### config.mk
export PLATFORM = sky130hd
export DESIGN_NAME = ual_line_modes
export DESIGN_NICKNAME = d
export VERILOG_FILES = /design/src/rtl/ual_pkg.sv /design/src/rtl/ual_line_modes.sv
export SDC_FILE = /design/constraint.sdc
export NUM_CORES = 1
export LEC_CHECK = 0
export BUFFER_PORTS_ARGS = -buffer_cell sky130_fd_sc_hd__buf_4
export CAP_MARGIN = 20
export CORE_ASPECT_RATIO = 1.1
export CORE_MARGIN = 3
export CORE_UTILIZATION = 27
export CTS_CLUSTER_DIAMETER = 50
export CTS_CLUSTER_SIZE = 28
export DETAILED_ROUTE_END_ITERATION = 12
export SLEW_MARGIN = 20
export SYNTH_ARGS = -nofsm -noshare
export SYNTH_HDL_FRONTEND = slang
export SYNTH_SLANG_ARGS = --single-unit
export TNS_END_PERCENT = 100
### constraint.sdc
create_clock -name mclk_i -period 9.2 [get_ports mclk_i]
set_input_delay 2.3 -clock mclk_i [delete_from_list [all_inputs] [get_ports mclk_i]]
set_output_delay 2.3 -clock mclk_i [all_outputs]
set_load 0.1 [all_outputs]
### src/rtl/ual_pkg.sv
// Package with offsets, layouts, reset values, counts and states of the line-mode transceiver
package ual_pkg;
  // Byte offsets of the register words
  localparam logic [4:0] ADR_CTRL = 5'h00;
  localparam logic [4:0] ADR_STAT = 5'h04;
  localparam logic [4:0] ADR_DATA = 5'h08;
  localparam logic [4:0] ADR_BAUD = 5'h0C;
  localparam logic [4:0] ADR_GTPR = 5'h10;
  // Status bit positions
  localparam int ST_TC = 0;
  localparam int ST_TXE = 1;
  localparam int ST_RXNE = 2;
  localparam int ST_PE = 3;
  localparam int ST_FE = 4;
  localparam int ST_BRK = 5;
  // Reset values
  localparam logic [15:0] BAUD_RST = 16'h0010;
  localparam logic [15:0] GTPR_RST = 16'h0000;
  // Counts in sixteenth-bit ticks
  localparam logic [5:0] TK_BIT = 6'h10;
  localparam logic [5:0] TK_HALF = 6'h08;
  localparam logic [5:0] TK_MID = 6'h07;
  localparam logic [5:0] TK_STOP15 = 6'h18;
  localparam logic [5:0] TK_PARITY_REJECT_ENABLE = 6'h10;
  localparam logic [5:0] TK_BLANK = 6'h30;
  // Infrared pulse length in ticks or low-power periods
  localparam logic [1:0] IR_PULSE = 2'h3;
  // Bits per frame after the start bit, and sent bits per frame
  localparam logic [3:0] RXB_PAR = 4'hA;
  localparam logic [3:0] RXB_NOPAR = 4'h9;
  localparam logic [3:0] TXB_PAR = 4'hB;
  localparam logic [3:0] TXB_NOPAR = 4'hA;
  // Control word layout, bit 0 last
  typedef struct packed {
    logic lin_bus_select;
    logic sync_clock_output_select;
    logic irda_lowpower;
    logic parity_reject_enable;
    logic infrared_select;
    logic smartcard_select;
    logic one_wire_duplex_select;
    logic stop15;
    logic parity_odd;
    logic parity_on;
    logic rx_en;
    logic tx_en;
  } ual_ctrl_t;
  localparam ual_ctrl_t CTRL_RST = '0;
  // Transmit states
  typedef enum logic [2:0] {
    TX_IDLE = 3'b000, TX_DLY = 3'b001, TX_SHIFT = 3'b010, TX_GUARD = 3'b011, TX_PARITY_REJECT_ENABLE = 3'b100
  } ual_tx_t;
  // Receive states
  typedef enum logic [1:0] {
    RX_IDLE = 2'b00, RX_START = 2'b01, RX_BITS = 2'b10, RX_BLANK = 2'b11
  } ual_rx_t;
endpackage

### src/rtl/ual_line_modes.sv
// Serial transceiver with one-wire, smartcard and infrared line modes
// How it works
// - Half duplex frees pin when not sending
// - Half duplex never blocks transmission
// - Smartcard start delayed extra half bit
// - Parity fault sends one-bit low reject
// - Guard count delays transmit-done rise
// - Transmit-done clears alike in every mode
// - Reject pulse never seen as start
// - Smartcard zero with framing error is data
// - Smartcard sends no idle frame
// - Smartcard clock is divided peripheral clock
// - Zero sent as 3/16 high pulse
// - Infrared output rests low
// - Decoder maps low pulses to zeros
// - Infrared is half duplex both ways
// - Glitch filter drops short low pulses
// - Infrared off when divider is zero
// - Low-power pulse is three divider periods
// - Parity failure outside a break frame sets parity fault flag
//
// The implementer's own choices: the address map and register access over Avalon-MM.
module ual_line_modes
  import ual_pkg::*;
(
  input logic mclk_i,
  input logic rst_i,
  input logic [4:0] avs_address_i,
  input logic avs_read_i,
  input logic avs_write_i,
  input logic [31:0] avs_writedata_i,
  output logic [31:0] avs_readdata_o,
  output logic avs_waitrequest_o,
  input logic rx_i,
  input logic tx_i,
  output logic tx_o,
  output logic tx_oe_o,
  output logic ck_o
);
  // Pin synchronisers
  logic rx_m_reg, rx_s_reg, ln_m_reg, ln_s_reg;
  // Registers seen by software
  ual_ctrl_t ctrl_reg;
  logic [15:0] baud_reg, gtpr_reg;
  logic [7:0] thr_reg, rdr_reg;
  logic thr_full_reg, tc_reg, rxne_reg, pe_reg, fe_reg, brk_reg;
  // Bus handshake
  logic wait_reg;
  logic [31:0] rdata_reg, rd_mux;
  logic acc, wr_take, rd_take;
  // Mode selection
  logic ir, sc, hd;
  logic [7:0] irda_divider, guard;
  // Baud ticks
  logic [15:0] bcnt_reg;
  logic tick_reg;
  // Transmitter
  ual_tx_t tx_st_reg;
  logic [10:0] tsr_reg;
  logic [3:0] tbits_reg;
  logic [5:0] tph_reg, blen;
  logic [7:0] gcnt_reg;
  logic te_d_reg, idle_pend_reg, parity_reject_enable_req_reg;
  logic ld, par_bit, tx_end, g_done, tc_set, tx_line, tx_busy;
  // Receiver
  ual_rx_t rx_st_reg;
  logic [5:0] rph_reg;
  logic [3:0] rbits_reg, rx_nb;
  logic [9:0] rsr_reg, nxt;
  logic [7:0] rdat;
  logic rx_bit, line_in, r_pe, r_fe, r_brk, rx_done;
  // Infrared codec
  logic [7:0] pcnt_reg;
  logic lp_tick_reg;
  logic [1:0] ipc_reg;
  logic [8:0] lcnt_reg;
  logic [5:0] dstr_reg;
  logic ir_dec_reg, accept, ir_kick;
  // Card clock divider
  logic [4:0] ckc_reg;
  logic ckt_reg;

  // Two flip-flops on each pin input
  always_ff @(posedge mclk_i or posedge rst_i) begin
    if (rst_i) begin
      rx_m_reg <= 1'b1;
      rx_s_reg <= 1'b1;
      ln_m_reg <= 1'b1;
      ln_s_reg <= 1'b1;
    end else begin
      rx_m_reg <= rx_i;
      rx_s_reg <= rx_m_reg;
      ln_m_reg <= tx_i;
      ln_s_reg <= ln_m_reg;
    end
  end

  // One mode at a time, infrared first
  assign ir = ctrl_reg.infrared_select;
  assign sc = ctrl_reg.smartcard_select & ~ir;
  assign hd = ctrl_reg.one_wire_duplex_select & ~ir & ~sc;
  assign irda_divider = gtpr_reg[7:0];
  assign guard = gtpr_reg[15:8];

  // Bus strobes: first cycle answers, second cycle takes
  assign acc = (avs_read_i | avs_write_i) & wait_reg;
  assign wr_take = avs_write_i & ~wait_reg;
  assign rd_take = avs_read_i & ~wait_reg;

  // Read data selection, unmapped reads zero
  always_comb begin
    rd_mux = '0;
    case (avs_address_i)
      ADR_CTRL: rd_mux = 32'(ctrl_reg);
      ADR_STAT: begin
        rd_mux[ST_TC] = tc_reg;
        rd_mux[ST_TXE] = ~thr_full_reg;
        rd_mux[ST_RXNE] = rxne_reg;
        rd_mux[ST_PE] = pe_reg;
        rd_mux[ST_FE] = fe_reg;
        rd_mux[ST_BRK] = brk_reg;
      end
      ADR_DATA: rd_mux = 32'(rdr_reg);
      ADR_BAUD: rd_mux = 32'(baud_reg);
      ADR_GTPR: rd_mux = 32'(gtpr_reg);
      default: rd_mux = '0;
    endcase
  end

  // Waitrequest drops for one cycle after each request
  always_ff @(posedge mclk_i or posedge rst_i) begin
    if (rst_i) begin
      wait_reg <= 1'b1;
      rdata_reg <= '0;
    end else begin
      wait_reg <= ~acc;
      if (acc) begin
        rdata_reg <= rd_mux;
      end
    end
  end
  assign avs_waitrequest_o = wait_reg;
  assign avs_readdata_o = rdata_reg;

  // Configuration words
  always_ff @(posedge mclk_i or posedge rst_i) begin
    if (rst_i) begin
      ctrl_reg <= CTRL_RST;
      baud_reg <= BAUD_RST;
      gtpr_reg <= GTPR_RST;
    end else if (wr_take) begin
      if (avs_address_i == ADR_CTRL) ctrl_reg <= ual_ctrl_t'(avs_writedata_i[11:0]);
      if (avs_address_i == ADR_BAUD) baud_reg <= avs_writedata_i[15:0];
      if (avs_address_i == ADR_GTPR) gtpr_reg <= avs_writedata_i[15:0];
    end
  end

  // Sixteenth-bit tick from the baud divisor
  always_ff @(posedge mclk_i or posedge rst_i) begin
    if (rst_i) begin
      bcnt_reg <= '0;
      tick_reg <= 1'b0;
    end else if (baud_reg == 16'h0000 || bcnt_reg >= baud_reg - 16'h0001) begin
      bcnt_reg <= '0;
      tick_reg <= 1'b1;
    end else begin
      bcnt_reg <= bcnt_reg + 16'h0001;
      tick_reg <= 1'b0;
    end
  end

  // Transmit control terms
  assign ld = (tx_st_reg == TX_IDLE) & tick_reg & ctrl_reg.tx_en & (thr_full_reg | idle_pend_reg) & ~parity_reject_enable_req_reg;
  assign par_bit = (^thr_reg) ^ ctrl_reg.parity_odd;
  assign blen = (tbits_reg == 4'h1 && ctrl_reg.stop15) ? TK_STOP15 : TK_BIT;
  assign tx_end = (tx_st_reg == TX_SHIFT) & tick_reg & (tph_reg == blen - 6'h01) & (tbits_reg == 4'h1);
  assign g_done = (tx_st_reg == TX_GUARD) & tick_reg & (tph_reg == TK_BIT - 6'h01) & (gcnt_reg == guard - 8'h01);
  // Done rises at once, or after the guard count in smartcard mode
  assign tc_set = (tx_end & ~thr_full_reg & (~sc | guard == 8'h00)) | (g_done & ~thr_full_reg);
  assign tx_line = (tx_st_reg == TX_PARITY_REJECT_ENABLE) ? 1'b0 : (tx_st_reg == TX_SHIFT) ? tsr_reg[0] : 1'b1;
  assign tx_busy = (tx_st_reg == TX_SHIFT) | (tx_st_reg == TX_PARITY_REJECT_ENABLE);

  // Holding register, idle request and reject request
  always_ff @(posedge mclk_i or posedge rst_i) begin
    if (rst_i) begin
      thr_reg <= '0;
      thr_full_reg <= 1'b0;
      te_d_reg <= 1'b0;
      idle_pend_reg <= 1'b0;
      parity_reject_enable_req_reg <= 1'b0;
    end else begin
      te_d_reg <= ctrl_reg.tx_en;
      // Accepted whatever the line does
      if (wr_take && avs_address_i == ADR_DATA) begin
        thr_reg <= avs_writedata_i[7:0];
        thr_full_reg <= 1'b1;
      end else if (ld && !idle_pend_reg) begin
        thr_full_reg <= 1'b0;
      end
      // Idle frame only outside smartcard mode
      if (ctrl_reg.tx_en && !te_d_reg && !sc) begin
        idle_pend_reg <= 1'b1;
      end else if (ld) begin
        idle_pend_reg <= 1'b0;
      end
      // Reject request set by a faulty frame
      if (rx_done && sc && ctrl_reg.parity_reject_enable && r_pe) begin
        parity_reject_enable_req_reg <= 1'b1;
      end else if (tx_st_reg == TX_IDLE && tick_reg) begin
        parity_reject_enable_req_reg <= 1'b0;
      end
    end
  end

  // Transmit state machine
  always_ff @(posedge mclk_i or posedge rst_i) begin
    if (rst_i) begin
      tx_st_reg <= TX_IDLE;
      tsr_reg <= '1;
      tbits_reg <= '0;
      tph_reg <= '0;
      gcnt_reg <= '0;
    end else begin
      unique case (tx_st_reg)
        TX_IDLE: begin
          tph_reg <= '0;
          if (ld) begin
            if (idle_pend_reg) tsr_reg <= '1;
            else if (ctrl_reg.parity_on) tsr_reg <= {1'b1, par_bit, thr_reg, 1'b0};
            else tsr_reg <= {2'b11, thr_reg, 1'b0};
            tbits_reg <= ctrl_reg.parity_on ? TXB_PAR : TXB_NOPAR;
            tx_st_reg <= sc ? TX_DLY : TX_SHIFT;
          end else if (parity_reject_enable_req_reg && tick_reg) begin
            tx_st_reg <= TX_PARITY_REJECT_ENABLE;
          end
        end
        // Extra half bit before shifting
        TX_DLY: if (tick_reg) begin
          if (tph_reg == TK_HALF - 6'h01) begin
            tph_reg <= '0;
            tx_st_reg <= TX_SHIFT;
          end else tph_reg <= tph_reg + 6'h01;
        end
        TX_SHIFT: if (tick_reg) begin
          if (tph_reg == blen - 6'h01) begin
            tph_reg <= '0;
            tsr_reg <= {1'b1, tsr_reg[10:1]};
            tbits_reg <= tbits_reg - 4'h1;
            gcnt_reg <= '0;
            if (tbits_reg == 4'h1) begin
              tx_st_reg <= (sc && !thr_full_reg && guard != 8'h00) ? TX_GUARD : TX_IDLE;
            end
          end else tph_reg <= tph_reg + 6'h01;
        end
        // Guard count per bit; a new load ends it
        TX_GUARD: if (thr_full_reg) begin
          tx_st_reg <= TX_IDLE;
        end else if (tick_reg) begin
          if (tph_reg == TK_BIT - 6'h01) begin
            tph_reg <= '0;
            gcnt_reg <= gcnt_reg + 8'h01;
            if (g_done) tx_st_reg <= TX_IDLE;
          end else tph_reg <= tph_reg + 6'h01;
        end
        // Line low for one bit
        TX_PARITY_REJECT_ENABLE: if (tick_reg) begin
          if (tph_reg == TK_PARITY_REJECT_ENABLE - 6'h01) tx_st_reg <= TX_IDLE;
          else tph_reg <= tph_reg + 6'h01;
        end
        default: tx_st_reg <= TX_IDLE;
      endcase
    end
  end

  // Receive data source and frame decode
  assign line_in = (hd | sc) ? ln_s_reg : rx_s_reg;
  assign rx_bit = ir ? ir_dec_reg : line_in;
  assign rx_nb = ctrl_reg.parity_on ? RXB_PAR : RXB_NOPAR;
  assign nxt = {rx_bit, rsr_reg[9:1]};
  assign rdat = ctrl_reg.parity_on ? nxt[7:0] : nxt[8:1];
  assign r_pe = ctrl_reg.parity_on & ((^nxt[8:0]) ^ ctrl_reg.parity_odd);
  assign r_fe = ~rx_bit;
  assign r_brk = r_fe & (rdat == 8'h00) & ~sc;
  assign rx_done = (rx_st_reg == RX_BITS) & tick_reg & (rph_reg == TK_BIT - 6'h01) & (rbits_reg == rx_nb - 4'h1);

  // Receive state machine
  always_ff @(posedge mclk_i or posedge rst_i) begin
    if (rst_i) begin
      rx_st_reg <= RX_IDLE;
      rph_reg <= '0;
      rbits_reg <= '0;
      rsr_reg <= '0;
    end else begin
      unique case (rx_st_reg)
        RX_IDLE: begin
          rph_reg <= '0;
          if (tick_reg && ctrl_reg.rx_en && !rx_bit && tx_st_reg != TX_PARITY_REJECT_ENABLE) rx_st_reg <= RX_START;
        end
        RX_START: if (tick_reg) begin
          if (rph_reg == TK_MID) begin
            rph_reg <= '0;
            rbits_reg <= '0;
            rx_st_reg <= rx_bit ? RX_IDLE : RX_BITS;
          end else rph_reg <= rph_reg + 6'h01;
        end
        RX_BITS: if (tick_reg) begin
          if (rph_reg == TK_BIT - 6'h01) begin
            rph_reg <= '0;
            rsr_reg <= nxt;
            rbits_reg <= rbits_reg + 4'h1;
            if (rx_done) rx_st_reg <= sc ? RX_BLANK : RX_IDLE;
          end else rph_reg <= rph_reg + 6'h01;
        end
        // Start search held off over any reject pulse
        RX_BLANK: if (tick_reg) begin
          if (rph_reg == TK_BLANK - 6'h01) rx_st_reg <= RX_IDLE;
          else rph_reg <= rph_reg + 6'h01;
        end
        default: rx_st_reg <= RX_IDLE;
      endcase
    end
  end

  // Status flags; a set in the clearing cycle wins
  always_ff @(posedge mclk_i or posedge rst_i) begin
    if (rst_i) begin
      tc_reg <= 1'b1;
      rxne_reg <= 1'b0;
      pe_reg <= 1'b0;
      fe_reg <= 1'b0;
      brk_reg <= 1'b0;
      rdr_reg <= '0;
    end else begin
      // Same clearing in every mode
      if (wr_take && avs_address_i == ADR_DATA) tc_reg <= 1'b0;
      if (wr_take && avs_address_i == ADR_STAT) begin
        if (avs_writedata_i[ST_TC]) tc_reg <= 1'b0;
        if (avs_writedata_i[ST_PE]) pe_reg <= 1'b0;
        if (avs_writedata_i[ST_FE]) fe_reg <= 1'b0;
        if (avs_writedata_i[ST_BRK]) brk_reg <= 1'b0;
      end
      if (rd_take && avs_address_i == ADR_DATA) rxne_reg <= 1'b0;
      if (tc_set) tc_reg <= 1'b1;
      if (rx_done) begin
        if (r_brk) brk_reg <= 1'b1;
        else begin
          rdr_reg <= rdat;
          rxne_reg <= 1'b1;
          if (r_pe) pe_reg <= 1'b1;
          if (r_fe) fe_reg <= 1'b1;
        end
      end
    end
  end

  // Encoder pulse launch: first tick of each zero bit
  assign ir_kick = tick_reg & (tx_st_reg == TX_SHIFT) & (tph_reg == 6'h00) & ~tsr_reg[0];

  // Low-power period tick from the divider, restarted at each launch so a pulse spans whole periods
  always_ff @(posedge mclk_i or posedge rst_i) begin
    if (rst_i) begin
      pcnt_reg <= '0;
      lp_tick_reg <= 1'b0;
    end else if (irda_divider == 8'h00) begin
      pcnt_reg <= '0;
      lp_tick_reg <= 1'b0;
    end else if (ir_kick) begin
      // Next period tick lands exactly one divider period after the launch
      pcnt_reg <= 8'h01;
      lp_tick_reg <= (irda_divider == 8'h01);
    end else if (pcnt_reg >= irda_divider - 8'h01) begin
      pcnt_reg <= '0;
      lp_tick_reg <= 1'b1;
    end else begin
      pcnt_reg <= pcnt_reg + 8'h01;
      lp_tick_reg <= 1'b0;
    end
  end

  // Encoder pulse: three ticks, or three low-power periods
  always_ff @(posedge mclk_i or posedge rst_i) begin
    if (rst_i) begin
      ipc_reg <= '0;
    end else if (ir_kick) begin
      ipc_reg <= IR_PULSE;
    end else if ((ctrl_reg.irda_lowpower ? lp_tick_reg : tick_reg) && ipc_reg != 2'h0) begin
      ipc_reg <= ipc_reg - 2'h1;
    end
  end

  // Glitch filter: a low counts once it lasts two divider periods
  assign accept = ~rx_s_reg & (lcnt_reg == {irda_divider, 1'b0} - 9'h001);
  always_ff @(posedge mclk_i or posedge rst_i) begin
    if (rst_i) begin
      lcnt_reg <= '0;
      dstr_reg <= '0;
      ir_dec_reg <= 1'b1;
    end else begin
      if (rx_s_reg || tx_busy || irda_divider == 8'h00) lcnt_reg <= '0;
      else if (!accept) lcnt_reg <= lcnt_reg + 9'h001;
      // Accepted pulse stretched to a whole zero bit
      if (tx_busy || irda_divider == 8'h00) dstr_reg <= '0;
      else if (accept) dstr_reg <= TK_BIT;
      else if (tick_reg && dstr_reg != 6'h00) dstr_reg <= dstr_reg - 6'h01;
      ir_dec_reg <= (dstr_reg == 6'h00);
    end
  end

  // Card clock: divider count toggles, ratio two times the field
  always_ff @(posedge mclk_i or posedge rst_i) begin
    if (rst_i) begin
      ckc_reg <= '0;
      ckt_reg <= 1'b0;
      ck_o <= 1'b0;
    end else begin
      if (irda_divider[4:0] == 5'h00) begin
        ckc_reg <= '0;
        ckt_reg <= 1'b0;
      end else if (ckc_reg == irda_divider[4:0] - 5'h01) begin
        ckc_reg <= '0;
        ckt_reg <= ~ckt_reg;
      end else ckc_reg <= ckc_reg + 5'h01;
      ck_o <= sc & ctrl_reg.sync_clock_output_select & ckt_reg;
    end
  end

  // Line driver per mode
  always_ff @(posedge mclk_i or posedge rst_i) begin
    if (rst_i) begin
      tx_o <= 1'b1;
      tx_oe_o <= 1'b0;
    end else if (ir) begin
      tx_o <= (irda_divider != 8'h00) & (rx_st_reg == RX_IDLE) & (ipc_reg != 2'h0);
      tx_oe_o <= 1'b1;
    end else if (hd) begin
      tx_o <= tx_line;
      tx_oe_o <= tx_busy;
    end else if (sc) begin
      tx_o <= 1'b0;
      tx_oe_o <= ~tx_line;
    end else begin
      tx_o <= tx_line;
      tx_oe_o <= 1'b1;
    end
  end
endmodule // ual_line_modes

* After elaboration in Yosys (flattened, before gate mapping)
Index checks and enable logic that the tools add are counted.
** Cells by class
- Add/sub/neg operators :: 18
- Magnitude comparators :: 2
- Equality and inequality tests :: 50
- Muxes and demuxes :: 128
- Bitwise operators :: 52
- Reductions and logical operators :: 66
** Operators with widths (count)
- 6-bit 2-to-1 mux :: 18
- 8-bit 2-to-1 mux :: 9
- 6-bit case mux with 5 select lines :: 2
- 1-bit 2-to-1 mux :: 45
- 10-bit case mux with 4 select lines :: 1
- 3-bit 2-to-1 mux :: 13
- 2-bit inequality test, second input constant :: 18
- 11-bit 2-to-1 mux :: 3
- 1-bit AND :: 32
- 4-bit 2-to-1 mux :: 8
- 2-bit 2-to-1 mux :: 15
- 8-bit zero test :: 3
- 6-bit case mux with 4 select lines :: 1
- 11-bit case mux with 2 select lines :: 1
- 10-bit 2-to-1 mux :: 2
- 1-bit logical AND :: 19
- 9-bit 2-to-1 mux :: 2
- 2-bit nonzero test :: 9
- 16-bit by 1-bit adder with 16-bit output, second input constant :: 1
- 8-bit by 1-bit adder with 8-bit output, second input constant :: 2
- 16-bit greater-or-equal comparator :: 1
- 16-bit zero test :: 1
- 16-bit 2-to-1 mux :: 1
- 4-bit case mux with 2 select lines :: 2
- 61 further kinds :: 107
** Word-level totals
- Bits in registers :: 213
- Input port bits :: 43
- Output and inout bits :: 36

* Depth between registers and ports, before layout
Gate-level depths: netlist of run 1.
- Depth after elaboration :: 12
- Mapped depth :: 14
- Depth with buffers taken out :: 12

* Least setup slack after synthesis of run 1
OpenSTA, ideal clock, no wires.
- Path kind :: input -> register
- From :: input avs_address_i[1]
- To :: register gtpr_reg[0]
- Setup time :: 125 ps
- Arrival time :: 3938 ps
- Data required time :: 9075 ps
- Setup slack :: 5137 ps
- Cell stages on the path :: 7
- Path buffers :: 2
- Path through :: or2_2 -> or3_1 -> clkbuf_1 -> nor2_1 -> nand2_1 -> buf_2 -> mux2_2
** On the way
- Longest elaborated chain between the ends :: 2
** Ends and longest elaborated chain
- from (decl) :: RTL line ual_line_modes.sv:28 : input logic [4:0] avs_address_i,
- 5-bit equality test :: RTL line ual_line_modes.sv:154 : if (avs_address_i == ADR_GTPR) gtpr_reg <= avs_writedata_i[15:0];
- 2-bit AND reduction (no source line)
- to (signal assigned) :: RTL line ual_line_modes.sv:154
- to (decl) :: RTL line ual_line_modes.sv:44 : logic [15:0] baud_reg, gtpr_reg;
Every way passes these cells.
A chain may end at the register's enable or synchronous reset.

* Worst setup path in the final report of run 1
- From :: input avs_address_i[1]
- To :: register gtpr_reg[2]
Same word-level chain as after synthesis.

==> parameters.txt, run 1 <==
Parameter                              Value

Outcome
  Status ... completed

Floorplan
  Die boundary height ... between 200 and 250 um
  Core footprint ... ~40,000 um2
  Starting density of the core ... 27.5%
  Number of placement rows ... 76
  Die Area ... 42,700 um2
  Top-Level Pins ... between 70 and 80
  Die span in x ... between 150 and 200 um

Place
  Detailed placement HPWL ... 18,200 um
  Final weighted congestion of routability-driven global placement ... 0.786
  Number of I/O port buffers ... 46
  Worst slack at placement ... 4.29 ns

Synth
  Number of enable-type register cells in the synthesized netlist ... 0
  Multiplexer fraction of the synthesized cell area ... about a tenth
  Avg Inst Size Synth ... 10.1 um2
  Synth Area in XOR/XNOR ... 9.22%
  Proportion of synthesized flip-flops having asynchronous set or reset ... 100%
  Seq/Total Area, Yosys ... a little under half
  Top FF cell, synth ... sky130_fd_sc_hd__dfrtp_1
  Biggest area consumer among synthesized cells ... sky130_fd_sc_hd__dfrtp_1
  Yosys top cell area share ... 40.5%
  Synthesis-stage register bit count ... 195
  Post-synthesis instance total ... 1,079
  Post-synthesis compound-gate area fraction ... 9.78%
  Combinational family with the most area after synthesis ... simple AND/OR/NAND/NOR gates
  Count of synthesis-stage warnings from yosys ... 0
  Netlist area before placement ... 10,900 um2
  Adder-Cell Fraction of Synth Area ... under 10%
  Simple-gate area share of the yosys netlist ... 17.2%
  Number of different library cells in the post-synthesis netlist ... 63
  Synth area leaders ... sky130_fd_sc_hd__dfrtp_1 41%, sky130_fd_sc_hd__mux2_2 6.5%, sky130_fd_sc_hd__xnor2_1 5.1%

Worst setup path
  CP Data Arrival Time ... between 4 and 5 ns
  Critical path fanouts, max ... 16
  Worst Setup Start Kind ... input port
  Category of the most critical setup path ... in -> reg
  Crit. End Element ... register
  Required time at the worst-slack endpoint ... 9.52 ns

Job
  Max-cap viol count ... 0

Timing
  Final Hold Vio Count ... 0
  Final setup violation count ... 0
  Relative slew slack ... 33.1%
  Setup repair after global routing missed its margin ... false
  Layout Skew ... 0.0169 ns
  Final sum of negative setup slack ... 0 ns
  Highest clock rate ... 0.223 GHz
  Share of the clock period used by the worst path after layout ... 48.7%
  Post-layout worst setup margin ... 4.72 ns
  Worst slack on hold paths ... 0.360 ns
  Final count of pins violating max slew ... 0
  Final period demand of the worst path ... between 4 and 5 ns
  Worst Tran Pin Value ... 0.989 ns

Finish
  Area of all sequential standard cells ... 4900 um2
  NumNets Final ... 1,194
  Area of the multi-input gates ... 5610 um2
  # fillers ... between 4,000 and 5,000
  Antenna diodes ... 0
  End-of-flow core utilization ... a little under a third
  Fraction of final layout cells with drive strength greater than 1 ... 16.4%
  Area Overhead vs Synth ... 13.0%

Power
  Power density of the placed cells ... 225 nW/um2
  Leakage power ... 5.55 nW
  Maximum ir drop on the vdd rail ... about 110 uV
  Overall power ... 2.76 mW

Routing
  Total wire length ... around 25,000 um
  Count of nets left with antenna violations after detail routing ... 0
  First drt pass iteration count ... 5
  Via-to-Cell Ratio ... between 4 and 5
  Vias ... approximately 7,700
  DRC violation count after routing ... 0
  Average wire per standard cell ... approximately 15 um
  Violation count after the first detailed-route iteration ... 486

Global route
  Largest net degree at the start of global routing ... 122
  First-pass GRT wire length ... slightly above 40,000 um
  Met1 GRT Util ... between 10% and 20%
  GRT busiest layer ... met2
  Met2 Resource Use GR ... 19.9%
  Initial antenna violation count ... 0
  Vias in the first global route ... 7,641
  Met3 capacity usage during global routing ... 1.87%
  Overall global routing resource usage ... 11.9%
  Total global routing overflow ... 0

Clock tree
  Total clock buffers created by CTS ... 17
  Clock-pin slew on the worst setup and hold paths ... 0.07 ns
  Number of clock sinks ... 195
  Root buffer selected by CTS ... sky130_fd_sc_hd__clkbuf_16
  Number of post-CTS setup repair buffers ... 0
  Insertion delay to the later sink of the worst-skew pair ... 0.44 ns
  Number of buffers inserted for hold repair after clock tree synthesis ... 0
  Clock tree from TritonCTS ... yes
  Resized Gates After CTS ... 0
  Buffer depth of the longest clock path ... 2
  H-Tree Level Count ... 4

Hold path
  Min-delay worst type ... reg -> reg
## layout by cell type, fill, tap and decap left out, types with 8 or more instances in the layout
cell / count
sky130_fd_sc_hd__a21o_1: 15
sky130_fd_sc_hd__a21oi_1: 32
sky130_fd_sc_hd__a22o_1: 15
sky130_fd_sc_hd__and3_1: 15
sky130_fd_sc_hd__buf_4: 51
sky130_fd_sc_hd__clkbuf_16: 17
sky130_fd_sc_hd__conb_1: 16
sky130_fd_sc_hd__dfrtp_1: 176
sky130_fd_sc_hd__dfstp_2: 19
sky130_fd_sc_hd__ha_1: 44
sky130_fd_sc_hd__inv_1: 32
sky130_fd_sc_hd__mux2_2: 63
sky130_fd_sc_hd__mux2i_1: 35
sky130_fd_sc_hd__nand2_1: 96
sky130_fd_sc_hd__nand2b_1: 12
sky130_fd_sc_hd__nand3_1: 30
sky130_fd_sc_hd__nand4_1: 15
sky130_fd_sc_hd__nor2_1: 92
sky130_fd_sc_hd__nor2b_1: 12
sky130_fd_sc_hd__nor3_1: 34
sky130_fd_sc_hd__nor4_1: 8
sky130_fd_sc_hd__o21ai_0: 68
sky130_fd_sc_hd__o22ai_1: 8
sky130_fd_sc_hd__or3_1: 19
sky130_fd_sc_hd__xnor2_1: 63
sky130_fd_sc_hd__xor2_1: 41
## stage by stage
stage                     area [um2]  std cells
after global placement         11700       1595
after floorplan                10900       1094
after CTS                      12300       1627
after detailed placement       11700       1595
after global routing           12300       1627
final                          12300       1627
## layout make-up
type,count,share of cell area (%)
Clock inverter,15,1.56
Inverter,33,1.07
Timing Repair Buffer,51,3.12
Clock buffer,17,3.47
Tap cell,507,5.17
Multi-Input combinational cell,809,45.7
Sequential cell,195,39.9
## per-layer routing
metal / share of wire, % / vias up
met5: 0 / -
met4: 1.6 / 0
met3: 3.1 / 25
met2: 49 / 133
met1: 46 / 3745
li1: - / 3811
## critical path, cell delays in order
cell and delay (ns):
sky130_fd_sc_hd__buf_4 0.10, sky130_fd_sc_hd__or2_2 0.35, sky130_fd_sc_hd__or3_1 0.59, sky130_fd_sc_hd__nor2_1 0.42
sky130_fd_sc_hd__nand2_1 0.56, sky130_fd_sc_hd__mux2_2 0.46
## synthesized netlist by cell type, types with 5 or more instances
cell	count
sky130_fd_sc_hd__dfstp_2	19
sky130_fd_sc_hd__buf_2	8
sky130_fd_sc_hd__a21oi_1	32
sky130_fd_sc_hd__nand4_1	15
sky130_fd_sc_hd__nor4_1	9
sky130_fd_sc_hd__o22ai_1	8
sky130_fd_sc_hd__a22oi_1	7
sky130_fd_sc_hd__a31oi_1	5
sky130_fd_sc_hd__a22o_1	15
sky130_fd_sc_hd__clkbuf_1	28
sky130_fd_sc_hd__nand2b_1	12
sky130_fd_sc_hd__or3_1	19
sky130_fd_sc_hd__mux2i_1	35
sky130_fd_sc_hd__nand3_1	30
sky130_fd_sc_hd__xnor2_1	63
sky130_fd_sc_hd__mux2_2	63
sky130_fd_sc_hd__nand3b_1	5
sky130_fd_sc_hd__buf_4	16
sky130_fd_sc_hd__ha_1	44
sky130_fd_sc_hd__nor3_1	34
sky130_fd_sc_hd__nand2_1	96
sky130_fd_sc_hd__a21o_1	15
sky130_fd_sc_hd__dfrtp_1	176
sky130_fd_sc_hd__nor2_1	92
sky130_fd_sc_hd__xor2_1	41
sky130_fd_sc_hd__inv_1	33
sky130_fd_sc_hd__and3_1	15
sky130_fd_sc_hd__nor2b_1	12
sky130_fd_sc_hd__or2_2	5
sky130_fd_sc_hd__o21ai_0	69
## power by group
part           internal (mW)  total, mW  switching [mW]  leakage [nW]
Sequential             0.996       1.16           0.164          2.56
Clock                  0.437      0.790           0.353         0.298
Combinational          0.338      0.810           0.472          2.70
Total                   1.77       2.76           0.990          5.55
## final timing paths
kind                                          from                      end  slack, ns  cells past startpoint
setup / recovery                  avs_address_i[1]  gtpr_reg[2]$_DFFE_PP0P_       4.72                      6
hold / removal                  ln_m_reg$_DFF_PP1_       ln_s_reg$_DFF_PP1_       0.36                      0
setup reg to reg           baud_reg[5]$_DFFE_PP0P_    bcnt_reg[7]$_DFF_PP0_       5.65                     10
hold reg to reg                 ln_m_reg$_DFF_PP1_       ln_s_reg$_DFF_PP1_       0.36                      0
max in group asynchronous                    rst_i     ckc_reg[2]$_DFF_PP0_       5.65                      3
min in group asynchronous                    rst_i   rsr_reg[6]$_DFFE_PP0P_       2.03                      2
## kinds of logic after synthesis
group | count (synthesis)
AO/OA/AOI/OAI | 173
XOR/XNOR | 108
adder cells (fa/ha/maj) | 44
buffers and inverters | 90
flip-flops | 195
multiplexers | 98
other | 1
AND/OR/NAND/NOR | 370
No activity file was read; power rests on OpenSTA's default activity.
==> run 2: changes to the inputs <==
Settings changed: ABC_AREA from default to 1.
Clock period 9.2 ns to 4.05 ns, I/O delays scaled along.
==> parameters.txt, run 2 <==
Parameter                              Value

Outcome
  Status ... completed

Job
  Max-cap viol count ... 0

Timing
  Final count of pins violating max slew ... 0
  Worst Tran Pin Value ... 0.942 ns
  Post-layout worst setup margin ... between 0.9 and 1 ns
  Layout Skew ... 0.0173 ns
  Final setup violation count ... 0
  Final Hold Vio Count ... 0
  Highest clock rate ... 0.321 GHz
  Worst slack on hold paths ... 0.364 ns
  Setup repair after global routing missed its margin ... false
  Final period demand of the worst path ... roughly 3.1 ns
  Share of the clock period used by the worst path after layout ... 76.9%
  Final sum of negative setup slack ... 0 ns
  Relative slew slack ... 37.1%

Place
  Worst slack at placement ... around 0.94 ns
  Final weighted congestion of routability-driven global placement ... roughly 0.88
  Detailed placement HPWL ... around 21,000 um
  Post-Place Cells ... just under 2,000
  DP Area ... 12,100 um2
  Number of I/O port buffers ... 46

Routing
  Via-to-Cell Ratio ... 4.64
  DRC violation count after routing ... 0
  Average wire per standard cell ... 13.7 um
  Total wire length ... 27,400 um
  Violation count after the first detailed-route iteration ... 566
  Vias ... 9,272
  Count of nets left with antenna violations after detail routing ... 0
  First drt pass iteration count ... 5

Synth
  Number of different library cells in the post-synthesis netlist ... 49
  Avg Inst Size Synth ... approximately 8 um2
  Seq/Total Area, Yosys ... 44.0%
  Synthesis-stage register bit count ... 195
  Netlist area before placement ... about 11,000 um2
  Most numerous cell types in the synthesized netlist ... 344 x sky130_fd_sc_hd__nand2_1, 176 x sky130_fd_sc_hd__dfrtp_1, 172 x sky130_fd_sc_hd__inv_1
  Synth area leaders ... sky130_fd_sc_hd__dfrtp_1 39%, sky130_fd_sc_hd__nand2_1 12%, sky130_fd_sc_hd__o21ai_0 5.8%
  Post-synthesis instance total ... 1,419
  Top FF cell, synth ... sky130_fd_sc_hd__dfrtp_1
  Yosys top cell area share ... 39.5%
  Most common cell in the synthesized netlist ... sky130_fd_sc_hd__nand2_1
  Proportion of synthesized flip-flops having asynchronous set or reset ... 100%
  Count of synthesis-stage warnings from yosys ... 0
  Number of enable-type register cells in the synthesized netlist ... 0
  Biggest area consumer among synthesized cells ... sky130_fd_sc_hd__dfrtp_1

Clock tree
  Clock-pin slew on the worst setup and hold paths ... ~0.08 ns
  Resized Gates After CTS ... 0
  Total clock buffers created by CTS ... 17
  Insertion delay to the later sink of the worst-skew pair ... between 0.4 and 0.5 ns
  Number of post-CTS setup repair buffers ... 0
  Clock tree from TritonCTS ... yes
  H-Tree Level Count ... 4
  Buffer depth of the longest clock path ... 2
  Number of buffers inserted for hold repair after clock tree synthesis ... 0
  Root buffer selected by CTS ... sky130_fd_sc_hd__clkbuf_16
  Number of clock sinks ... between 150 and 200

Floorplan
  Die boundary height ... between 200 and 250 um
  Top-Level Pins ... 79
  Die span in x ... around 200 um
  Starting density of the core ... about 28%
  Die Area ... ~44,000 um2
  Core footprint ... between 40,000 and 50,000 um2
  Number of placement rows ... 77

Worst setup path
  Category of the most critical setup path ... reg -> reg
  Crit-path cells ... nor2_1, nand4_1, inv_1, nand2_1, nor2_1, nand2_1, nor2_1, nand2_1, nor2_1, xor2_1, inv_1, ha_1, nand2_1, inv_1, nand3_1, nor3_1, nand3_1, nand4_1, buf_4, nor3_1
  Launch instance of the worst register-to-register path ... baud_reg[2]$_DFFE_PP0P_
  Required time at the worst-slack endpoint ... approximately 4.4 ns
  Register-to-register setup slack ... 0.94 ns
  Worst Setup Start Kind ... register
  Critical path fanouts, max ... 16
  Crit. End Element ... register
  Critical Path Slowest Stage Cell ... sky130_fd_sc_hd__dfrtp_1
  CP Data Arrival Time ... 3.44 ns
  Launching instance or port of the critical path ... baud_reg[2]$_DFFE_PP0P_
  Highest cell delay on the worst timing path ... ~0.44 ns

Hold path
  Hold Path Origin ... rx_m_reg$_DFF_PP1_
  Min-delay worst type ... reg -> reg

Finish
  Non-filler cells, final ... about 2,000
  Commonest non-fill, non-tap cell in the layout ... sky130_fd_sc_hd__nand2_1
  # fillers ... approximately 4,200
  Most used cells in the layout excluding fill and tap cells ... 344 x sky130_fd_sc_hd__nand2_1, 176 x sky130_fd_sc_hd__dfrtp_1, 171 x sky130_fd_sc_hd__inv_1, 129 x sky130_fd_sc_hd__o21ai_0, 119 x sky130_fd_sc_hd__nor2_1
  NumNets Final ... approximately 1,600
  Antenna diodes ... 0
  Final Instance Area ... 12,700 um2
  End-of-flow core utilization ... 31.4%
  Area Overhead vs Synth ... 13.9%
  Fraction of final layout cells with drive strength greater than 1 ... 10.4%

Power
  Power density of the placed cells ... 494 nW/um2
  Overall power ... roughly 6.3 mW
  Leakage power ... 5.99 nW
  Maximum ir drop on the vdd rail ... 205 uV

Global route
  Initial antenna violation count ... 0
  Total global routing overflow ... 0
  Overall global routing resource usage ... approximately an eighth
  Largest net degree at the start of global routing ... 63
  First-pass GRT wire length ... 45,400 um
  Vias in the first global route ... 8,979
-- run 2: cell count changes in the layout (fill, tap and decap cells not counted), sizes merged, moves of 16 or more --
cell / delta
or3: -20
xnor2: -43
nand2: +257
mux2: -63
o21ai: +73
inv: +143
nor2: +39
mux2i: -35
nand3: +57
nand4: +16
-- run 2: area by class of cell --
class                      instances  area (um2)  area share (%)
clock buffer                      17         425            3.35
timing repair buffer              57         453            3.57
clock inverter                    15         186            1.47
inverter                         181         686            5.40
tap                              513         642            5.05
multi-input combinational       1019        5400            42.5
sequential                       195        4900            38.6
-- run 2: final timing paths --
path | endpoint | depth (start not counted)
max in group asynchronous | tx_o$_DFF_PP1_ | 3
setup reg to reg | bcnt_reg[5]$_DFF_PP0_ | 20
hold / removal | rx_s_reg$_DFF_PP1_ | 0
setup / recovery | bcnt_reg[5]$_DFF_PP0_ | 20
hold reg to reg | rx_s_reg$_DFF_PP1_ | 0
min in group asynchronous | rdr_reg[3]$_DFFE_PP0P_ | 2
-- run 2: metal layers --
metal  global-route usage, %  vias to the layer above  wire (um)
met5                       0                        -          0
met4                    4.00                        0        467
met3                    1.52                       27        734
met2                    22.0                      151      13400
met1                    16.9                     4386      12800
li1                        -                     4708          -
-- run 2: cells by family after synthesis --
family          after synthesis  synth area share [%]
other cells                   1                0.0336
fa+ha+maj                    44                  4.94
compound gates              238                  11.8
xor+xnor                     67                  5.26
buf+inv                     220                  8.13
flops                       195                  44.0
simple gates                654                  25.9
-- run 2: report_power, final --
group          internal [mW]  switching (mW)
clock                  0.841           0.882
sequential              2.28           0.288
combinational          0.666            1.32
total                   3.79            2.49
-- run 2: critical path: cells and delay by family, from the launching register on --
| family | cells | cell delay (ns) |
|---|---|---|
| and+or+nand+nor | 14 | 1.70 |
| xor gates and xnor gates | 1 | 0.15 |
| DFF | 1 | 0.44 |
| adders and majority gates | 1 | 0.29 |
| buffers and inverters | 4 | 0.41 |
